[config.mk]
export PLATFORM = sky130hd
export DESIGN_NAME = led_current_mode_registers
export DESIGN_NICKNAME = d
export VERILOG_FILES = /design/src/shared/led_ctrl_pkg.sv /design/src/logic/led_current_mode_registers.sv
export SDC_FILE = /design/constraint.sdc
export NUM_CORES = 1
export LEC_CHECK = 0
export ABC_CLOCK_PERIOD_IN_PS = 2600
export BUFFER_PORTS_ARGS = -buffer_cell sky130_fd_sc_hd__buf_2
export CORE_UTILIZATION = 55
export CTS_BUF_LIST = sky130_fd_sc_hd__clkbuf_8
export CTS_CLUSTER_DIAMETER = 120
export DETAILED_ROUTE_END_ITERATION = 8
export PLACE_DENSITY = 0.83
export SETUP_SLACK_MARGIN = 0.02
export SLEW_MARGIN = 10
export SYNTH_ARGS = -nofsm -noshare
export SYNTH_HDL_FRONTEND = slang
export SYNTH_SLANG_ARGS = --single-unit
[constraint.sdc]
create_clock -name clk -period 2.6 [get_ports clk]
set_input_delay 0.13 -clock clk [delete_from_list [all_inputs] [get_ports clk]]
set_output_delay 0.13 -clock clk [all_outputs]
set_load 0.05 [all_outputs]
[src/shared/led_ctrl_pkg.sv]
package led_ctrl_pkg;
  localparam logic [6:0] SLAVE_ADDR = 7'h33;
  localparam logic [7:0] VL_CURRENT_OFS = 8'h00;
  localparam logic [7:0] MODE_FLASH_OFS = 8'h01;
  localparam logic [7:0] VL_CURRENT_RST = 8'h0A;
  localparam logic [7:0] MODE_FLASH_RST = 8'h10;
  localparam int SOFT_RESET_BIT = 7;
  localparam int SPARE_BIT = 6;
  localparam int CH13_LSB = 3;
  localparam int CH2_LSB = 0;
  localparam int MODE_LSB = 6;
  localparam int STROBE_LSB = 0;
  localparam logic [1:0] MODE_SHUTDOWN = 2'h0;
  localparam logic [1:0] MODE_VIDEO = 2'h1;
  localparam logic [1:0] MODE_FLASH = 2'h2;
  localparam logic [1:0] MODE_CONST_V = 2'h3;
  localparam logic [9:0] STEP_MA = 10'h019;
  localparam logic [2:0] CH2_BOOST_A_CODE = 3'h6;
  localparam logic [2:0] CH2_BOOST_B_CODE = 3'h7;
  localparam logic [9:0] CH2_BOOST_A_MA = 10'h0E1;
  localparam logic [9:0] CH2_BOOST_B_MA = 10'h145;
  localparam logic [5:0] STROBE_MAX_CODE = 6'h1F;
  localparam longint CLK_HZ = 200000000;
  localparam longint VL_TIMEOUT_MS = 13000;
  localparam logic [31:0] VL_TIMEOUT_CYCLES =
    32'(VL_TIMEOUT_MS * CLK_HZ / 1000);
endpackage

[src/logic/led_current_mode_registers.sv]
// Behaviour
// Writing one to bit 7 of register 0x00 restores every register default.
// Channels one and three torch current is 25 mA per step of bits 5..3.
// Channel two torch current is 25 mA per step of bits 2..0.
// Channel two code 110 gives 150 mA, or 225 mA while transmit mask is one.
// Channel two code 111 gives 175 mA, or 325 mA while transmit mask is one.
// Both torch codes zero turn the LEDs off and select voltage regulation.
// Bits 7..6 of register 0x01 select shutdown, video, flash or constant V.
// Video mode shuts down unless the selector is rewritten within 13.0 s.
// A host write to the selector is copied to mode_mirror_val with a one-cycle mode_mirror_wr pulse.
// Channel two flash current is 25 mA per step of bits 5..0 up to 775 mA.
// Both flash codes zero keep the LEDs off and regulate the output voltage.
// Spare bit 6 of register 0x00 is stored and read back with no effect.
// A data byte is committed on the falling edge of its acknowledge.
// The reset pin low resets the serial interface and all registers.
// Reading an undefined register address returns zero.
module led_current_mode_registers #(
  parameter logic [31:0] TIMEOUT_CYCLES = led_ctrl_pkg::VL_TIMEOUT_CYCLES
) (
  input wire logic clk,
  input wire logic rstn,
  input wire logic hw_reset_low,
  input wire logic scl_in,
  input wire logic sda_in,
  output logic sda_out,
  output logic sda_oe,
  input wire logic tx_mask,
  input wire logic [4:0] strobe_current_ch13,
  input wire logic [3:0] output_voltage_setting,
  output logic [2:0] torch_current_ch13,
  output logic [2:0] torch_current_ch2,
  output logic [5:0] strobe_current_ch2,
  output logic [1:0] op_mode,
  output logic [9:0] torch_ch13_ma,
  output logic [9:0] torch_ch2_ma,
  output logic [9:0] strobe_ch2_ma,
  output logic leds_off,
  output logic voltage_regulation,
  output logic [3:0] vout_setting,
  output logic mode_mirror_wr,
  output logic [1:0] mode_mirror_val,
  output logic soft_reset_pulse,
  output logic vl_timeout_pulse
);
  typedef enum logic [3:0] {
    st_idle, st_addr, st_addr_ack, st_reg, st_reg_ack,
    st_wdata, st_wdata_ack, st_rdata, st_rdata_ack
  } bus_state_e;

  logic scl_s1_r, scl_s2_r, scl_d_r;
  logic sda_s1_r, sda_s2_r, sda_d_r;
  logic nrst_s1_r, nrst_s2_r;
  logic bus_rst, reg_rst;
  logic scl_rise, scl_fall, start_cond, stop_cond;
  bus_state_e state_r;
  logic [7:0] shift_r, tx_r, ptr_r, wbyte_r;
  logic [3:0] bit_cnt_r;
  logic rw_r;
  logic wr_en, wr_mode, soft_rst, expire;
  logic [7:0] vl_reg_r, mf_reg_r;
  logic [31:0] vl_cnt_r;
  logic [7:0] rd_now, rd_next;

  function automatic logic [7:0] read_reg(input logic [7:0] a,
                                          input logic [7:0] r0,
                                          input logic [7:0] r1);
    logic [7:0] v;
    v = 8'h00;
    if (a == led_ctrl_pkg::VL_CURRENT_OFS)
      v = r0;
    else if (a == led_ctrl_pkg::MODE_FLASH_OFS)
      v = r1;
    return v;
  endfunction

  always_ff @(posedge clk)
  begin
    if (!rstn)
    begin
      scl_s1_r <= 1'b1;
      scl_s2_r <= 1'b1;
      scl_d_r <= 1'b1;
      sda_s1_r <= 1'b1;
      sda_s2_r <= 1'b1;
      sda_d_r <= 1'b1;
      nrst_s1_r <= 1'b1;
      nrst_s2_r <= 1'b1;
    end
    else
    begin
      scl_s1_r <= scl_in;
      scl_s2_r <= scl_s1_r;
      scl_d_r <= scl_s2_r;
      sda_s1_r <= sda_in;
      sda_s2_r <= sda_s1_r;
      sda_d_r <= sda_s2_r;
      nrst_s1_r <= hw_reset_low;
      nrst_s2_r <= nrst_s1_r;
    end
  end

  assign bus_rst = !rstn || !nrst_s2_r;
  assign scl_rise = scl_s2_r && !scl_d_r;
  assign scl_fall = !scl_s2_r && scl_d_r;
  assign start_cond = scl_s2_r && scl_d_r && sda_d_r && !sda_s2_r;
  assign stop_cond = scl_s2_r && scl_d_r && !sda_d_r && sda_s2_r;
  assign rd_now = read_reg(ptr_r, vl_reg_r, mf_reg_r);
  assign rd_next = read_reg(ptr_r + 8'h01, vl_reg_r, mf_reg_r);
  assign sda_out = 1'b0;
  assign wr_en = (state_r == st_wdata_ack) && scl_fall;
  assign wr_mode = wr_en && (ptr_r == led_ctrl_pkg::MODE_FLASH_OFS);
  assign soft_rst = wr_en && (ptr_r == led_ctrl_pkg::VL_CURRENT_OFS) &&
    wbyte_r[led_ctrl_pkg::SOFT_RESET_BIT];
  assign reg_rst = bus_rst || soft_rst;

  always_ff @(posedge clk)
  begin
    if (bus_rst)
    begin
      state_r <= st_idle;
      shift_r <= 8'h00;
      tx_r <= 8'h00;
      ptr_r <= 8'h00;
      wbyte_r <= 8'h00;
      bit_cnt_r <= 4'h0;
      rw_r <= 1'b0;
      sda_oe <= 1'b0;
    end
    else if (start_cond)
    begin
      state_r <= st_addr;
      bit_cnt_r <= 4'h0;
      sda_oe <= 1'b0;
    end
    else if (stop_cond)
    begin
      state_r <= st_idle;
      sda_oe <= 1'b0;
    end
    else
    begin
      case (state_r)
        st_addr, st_reg, st_wdata:
        begin
          if (scl_rise)
          begin
            shift_r <= {shift_r[6:0], sda_s2_r};
            bit_cnt_r <= bit_cnt_r + 4'h1;
          end
          else if (scl_fall && bit_cnt_r == 4'h8)
          begin
            bit_cnt_r <= 4'h0;
            sda_oe <= 1'b1;
            if (state_r == st_addr)
            begin
              rw_r <= shift_r[0];
              if (shift_r[7:1] == led_ctrl_pkg::SLAVE_ADDR)
                state_r <= st_addr_ack;
              else
              begin
                state_r <= st_idle;
                sda_oe <= 1'b0;
              end
            end
            else if (state_r == st_reg)
            begin
              ptr_r <= shift_r;
              state_r <= st_reg_ack;
            end
            else
            begin
              wbyte_r <= shift_r;
              state_r <= st_wdata_ack;
            end
          end
        end
        st_addr_ack:
        begin
          if (scl_fall)
          begin
            if (rw_r)
            begin
              tx_r <= rd_now;
              sda_oe <= !rd_now[7];
              bit_cnt_r <= 4'h1;
              state_r <= st_rdata;
            end
            else
            begin
              sda_oe <= 1'b0;
              state_r <= st_reg;
            end
          end
        end
        st_reg_ack:
        begin
          if (scl_fall)
          begin
            sda_oe <= 1'b0;
            state_r <= st_wdata;
          end
        end
        st_wdata_ack:
        begin
          if (scl_fall)
          begin
            sda_oe <= 1'b0;
            ptr_r <= ptr_r + 8'h01;
            state_r <= st_wdata;
          end
        end
        st_rdata:
        begin
          if (scl_fall)
          begin
            if (bit_cnt_r == 4'h8)
            begin
              sda_oe <= 1'b0;
              state_r <= st_rdata_ack;
            end
            else
            begin
              tx_r <= {tx_r[6:0], 1'b0};
              sda_oe <= !tx_r[6];
              bit_cnt_r <= bit_cnt_r + 4'h1;
            end
          end
        end
        st_rdata_ack:
        begin
          if (scl_rise && sda_s2_r)
            state_r <= st_idle;
          else if (scl_fall)
          begin
            ptr_r <= ptr_r + 8'h01;
            tx_r <= rd_next;
            sda_oe <= !rd_next[7];
            bit_cnt_r <= 4'h1;
            state_r <= st_rdata;
          end
        end
        default:
          state_r <= st_idle;
      endcase
    end
  end

  // Host write beats a timeout in the same cycle
  assign expire = (mf_reg_r[7:6] == led_ctrl_pkg::MODE_VIDEO) &&
    (vl_cnt_r >= TIMEOUT_CYCLES - 32'h1) && !wr_mode;

  always_ff @(posedge clk)
  begin
    if (reg_rst)
    begin
      vl_reg_r <= led_ctrl_pkg::VL_CURRENT_RST;
      mf_reg_r <= led_ctrl_pkg::MODE_FLASH_RST;
    end
    else if (wr_en && ptr_r == led_ctrl_pkg::VL_CURRENT_OFS)
      vl_reg_r <= wbyte_r;
    else if (wr_mode)
      mf_reg_r <= wbyte_r;
    else if (expire)
      mf_reg_r[7:6] <= led_ctrl_pkg::MODE_SHUTDOWN;
  end

  always_ff @(posedge clk)
  begin
    if (reg_rst || wr_mode ||
        mf_reg_r[7:6] != led_ctrl_pkg::MODE_VIDEO)
      vl_cnt_r <= 32'h0;
    else if (!expire)
      vl_cnt_r <= vl_cnt_r + 32'h1;
  end

  always_ff @(posedge clk)
  begin
    if (bus_rst)
    begin
      mode_mirror_wr <= 1'b0;
      mode_mirror_val <= led_ctrl_pkg::MODE_SHUTDOWN;
      soft_reset_pulse <= 1'b0;
      vl_timeout_pulse <= 1'b0;
    end
    else
    begin
      mode_mirror_wr <= wr_mode || expire;
      if (wr_mode)
        mode_mirror_val <= wbyte_r[7:6];
      else if (expire || soft_rst)
        mode_mirror_val <= led_ctrl_pkg::MODE_SHUTDOWN;
      soft_reset_pulse <= soft_rst;
      vl_timeout_pulse <= expire;
    end
  end

  logic [2:0] c13, c2;
  logic [5:0] fc2;
  logic [1:0] md;
  assign c13 = vl_reg_r[led_ctrl_pkg::CH13_LSB +: 3];
  assign c2 = vl_reg_r[led_ctrl_pkg::CH2_LSB +: 3];
  assign fc2 = mf_reg_r[led_ctrl_pkg::STROBE_LSB +: 6];
  assign md = mf_reg_r[led_ctrl_pkg::MODE_LSB +: 2];

  always_ff @(posedge clk)
  begin
    if (bus_rst)
    begin
      torch_current_ch13 <= 3'h0;
      torch_current_ch2 <= 3'h0;
      strobe_current_ch2 <= 6'h00;
      op_mode <= led_ctrl_pkg::MODE_SHUTDOWN;
      torch_ch13_ma <= 10'h000;
      torch_ch2_ma <= 10'h000;
      strobe_ch2_ma <= 10'h000;
      leds_off <= 1'b1;
      voltage_regulation <= 1'b0;
      vout_setting <= 4'h0;
    end
    else
    begin
      torch_current_ch13 <= c13;
      torch_current_ch2 <= c2;
      strobe_current_ch2 <= fc2;
      op_mode <= md;
      torch_ch13_ma <= 10'(c13 * led_ctrl_pkg::STEP_MA);
      if (tx_mask && c2 == led_ctrl_pkg::CH2_BOOST_A_CODE)
        torch_ch2_ma <= led_ctrl_pkg::CH2_BOOST_A_MA;
      else if (tx_mask && c2 == led_ctrl_pkg::CH2_BOOST_B_CODE)
        torch_ch2_ma <= led_ctrl_pkg::CH2_BOOST_B_MA;
      else
        torch_ch2_ma <= 10'(c2 * led_ctrl_pkg::STEP_MA);
      if (fc2 > led_ctrl_pkg::STROBE_MAX_CODE)
        strobe_ch2_ma <= 10'(led_ctrl_pkg::STROBE_MAX_CODE *
                             led_ctrl_pkg::STEP_MA);
      else
        strobe_ch2_ma <= 10'(fc2 * led_ctrl_pkg::STEP_MA);
      case (md)
        led_ctrl_pkg::MODE_VIDEO:
        begin
          leds_off <= (c13 == 3'h0) && (c2 == 3'h0);
          voltage_regulation <= (c13 == 3'h0) && (c2 == 3'h0);
        end
        led_ctrl_pkg::MODE_FLASH:
        begin
          leds_off <= (fc2 == 6'h00) && (strobe_current_ch13 == 5'h00);
          voltage_regulation <= (fc2 == 6'h00) &&
            (strobe_current_ch13 == 5'h00);
        end
        led_ctrl_pkg::MODE_CONST_V:
        begin
          leds_off <= 1'b1;
          voltage_regulation <= 1'b1;
        end
        default:
        begin
          leds_off <= 1'b1;
          voltage_regulation <= 1'b0;
        end
      endcase
      vout_setting <= output_voltage_setting;
    end
  end
endmodule

==> metrics.txt <==
outcome=complete, no violations; Sink Count=145; n_diodes=0; R2R setup slack=50 ps; most frequent cells in the layout=dfxtp_1 (138), nor2_1 (77), nand2_1 (77); worst slack at placement=14.8 ps; Netlist cell types=69; warnings from Yosys=0; cell family with most CP delay=simple AND/OR/NAND/NOR gates; Starting DRT DRC Count=508; Hold Startpoint=strobe_current_ch13[0]; setup repair after global routing missed its margin=true; EDFF count, synth=0; post-route antenna net violation count=0; most common cell after layout, fill and taps aside=dfxtp_1; share of cells above drive strength 1=19.1%; crit path cell chain=or3_4 > or4_4 > o21ai_4 > a22oi_2 > or4_1 > a21oi_1; crit path max fanout=21; skew final=11.1 ps; hpwl dp=11500 µm; Final Slew Violations=0; Crit path required time=3000 ps; final core area utilization=67.7%; vias in the first global route=5924; fill cell count=969; final hold violation count=0; worst r2r dst=vl_cnt_r[28]$_SDFFE_PP0N_; clk_lat worst skew=460 ps; normalized max-slew margin=34.3%; register area share after synthesis=40.3%; Critical R2R Launch=ptr_r[4]$_SDFFE_PP0P_; initial antenna violation count=0; final worst path period share=98.3%; Hold Crit Endpoint=voltage_regulation$_SDFF_PP0_; CP Data Arrival Time=2950 ps; Die Ht=116 µm; CTS Buf Count=17; maximum clock path buffer count=2; Seq cells post-synth=145; full die area=0.0136 mm²; dpl cells=1081; Synth Area per Inst=8.58 µm²; fin area=0.00858 mm²; Hold WC Path Type=in -> reg; Avg WL per Cell=15.4 µm; area grow syn2layout=19.1%; R2R depth=6; initial core utilization=56.9%; Worst path max stage delay=580 ps; Tmin final=2550 ps; hold path cells=4; Crit-path slowest cell=or4_4; Residual DRC=0; Mapped Area=0.00720 mm²; Total GRT Usage=26.6%; Most used DFF post-synth=dfxtp_1; first-pass GRT wire length=28000 µm; final instance count without filler cells=1126; final net count=1005; pwr/cell area=560 mW/mm²; cell count after synthesis=840; First-pass DRT Iterations=5; GRT overflow=0; slew of the pin with the lowest slew margin=977 ps; # H-tree levels=4; Final Wtd Congestion=0.919; Worst-path clk slew=80 ps; CP Class=reg -> reg; Root Buffer=clkbuf_8; largest net degree at the start of global routing=55; vias=6560; logic depth of the worst path, buffers included=6; Pleak=3.72 nW; CP Launch Type=flip-flop; final setup fails=0; I/O Pins=72; final WL=17300 µm; port bufs=67; vias per cell=5.83; f_max=391 MHz; critical path endpoint category=flip-flop; Async SR Flop Fraction=0%; Crit path buffers/inverters=0; CTS tree=built; core outline area=0.0127 mm²; Max Cap Viol=0; Die X=116 µm; Core Rows=41; worst setup margin=45.1 ps; maximum vdd ir drop=0.271 mV; setup TNS=0 ps; Placement Cell Area=0.00789 mm²
-- cells in the mapped netlist (all sizes together), types with 6 or more instances --
master	n	area (µm²)
a211oi	6	45.0
a21oi	78	390
and3	21	131
buf	18	115
clkbuf	29	110
dfxtp	145	2900
ha	48	601
inv	33	124
mux2i	27	270
nand2	78	293
nand2b	12	75.1
nand3	32	160
nand3b	7	52.6
nor2	77	289
nor3	19	95.1
o2111ai	6	52.6
o211a	9	90.1
o21ai	42	221
o31ai	18	135
or3	24	150
or3b	6	52.6
or4	7	56.3
xnor2	7	61.3
-- stage by stage --
| step | power, mW | hold slack, ps |
|---|---|---|
| final | 4.81 | 178 |
| after global routing | 4.98 | 186 |
| after CTS | 4.82 | 143 |
| after detailed placement | 2.73 | 313 |
| after global placement | 2.72 | 310 |
| after floorplan | 2.62 | 203 |
-- power by group --
part           switching [mW]  internal (mW)  leakage (nW)
clock network           0.879           1.23         0.246
logic                   0.281          0.145          2.29
registers              0.0245           2.25          1.18
total                    1.18           3.62          3.72
-- final cells by class --
type	instances	area [µm²]	area share [%]
tap	172	215	2.51
timing repair buffer	126	812	9.47
clock inverter	12	203	2.36
inverter	33	124	1.44
clock buffer	20	275	3.21
multi-input combinational	618	4040	47.0
sequential	145	2910	34.0
-- worst max-delay path by stage --
stage	startpoint	endpoint	slack (ps)
2_1_floorplan	mf_reg_r[1]$_SDFFE_PP0P_	strobe_ch2_ma[9]$_SDFF_PP0_	180
3_3_place_gp	mf_reg_r[1]$_SDFFE_PP0P_	strobe_ch2_ma[9]$_SDFF_PP0_	90
3_5_place_dp	ptr_r[7]$_SDFFE_PP0P_	vl_cnt_r[8]$_SDFFE_PP0N_	10
4_1_cts	ptr_r[4]$_SDFFE_PP0P_	vl_cnt_r[8]$_SDFFE_PP0N_	8
5_1_grt	ptr_r[4]$_SDFFE_PP0P_	vl_cnt_r[8]$_SDFFE_PP0N_	-60
6_report	ptr_r[4]$_SDFFE_PP0P_	vl_cnt_r[28]$_SDFFE_PP0N_	50
-- metal layers --
| layer | GRT usage [%] | up-vias | share of wire, % |
|---|---|---|---|
| li1 | - | 3225 | - |
| met1 | 32.9 | 3026 | 43 |
| met2 | 43.6 | 252 | 47 |
| met3 | 6.12 | 57 | 6.2 |
| met4 | 13.0 | 0 | 4.0 |
| met5 | 0 | - | 0 |
-- registers in the layout, summed over array words and instances, names as in the netlist, 2 cells and up --
register,cells
bit_cnt_r,4
mf_reg_r,8
mode_mirror_val,2
op_mode,2
ptr_r,8
shift_r,8
state_r,4
strobe_ch2_ma,10
strobe_current_ch2,6
torch_ch13_ma,5
torch_ch2_ma,9
torch_current_ch13,2
torch_current_ch2,3
tx_r,7
vl_cnt_r,32
vl_reg_r,8
vout_setting,4
wbyte_r,8
-- cells by family (layout without fill, tap and decap cells) --
family,after synthesis,in the layout,share of synthesized area [%]
AND/OR/NAND/NOR,322,322,22.9
AO/OA/AOI/OAI,205,205,18.2
flip-flops,145,145,40.3
buffers and inverters,80,191,4.85
adder cells (fa/ha/maj),49,49,8.61
multiplexers,27,27,3.75
XOR/XNOR,11,11,1.34
other,1,4,0.0521
-- tightest hold or removal path: cells and delay by family --
| kind | cells | cell delay [ps] |
|---|---|---|
| AOI/OAI and AO/OA | 2 | 340 |
| buffers and inverters | 1 | 70 |
| and+or+nand+nor | 1 | 50 |
-- what timing repair did --
item / 4_1_cts / 5_1_grt
buffers inserted: 0 / 1
pin swaps: 3 / 6
hold buffers: 12 / 0
gates resized for setup: 2 / 20
endpoints found under the hold margin: 16 / 0
endpoints found under the setup margin: 6 / 36
Power figures use the tool's default switching activity.
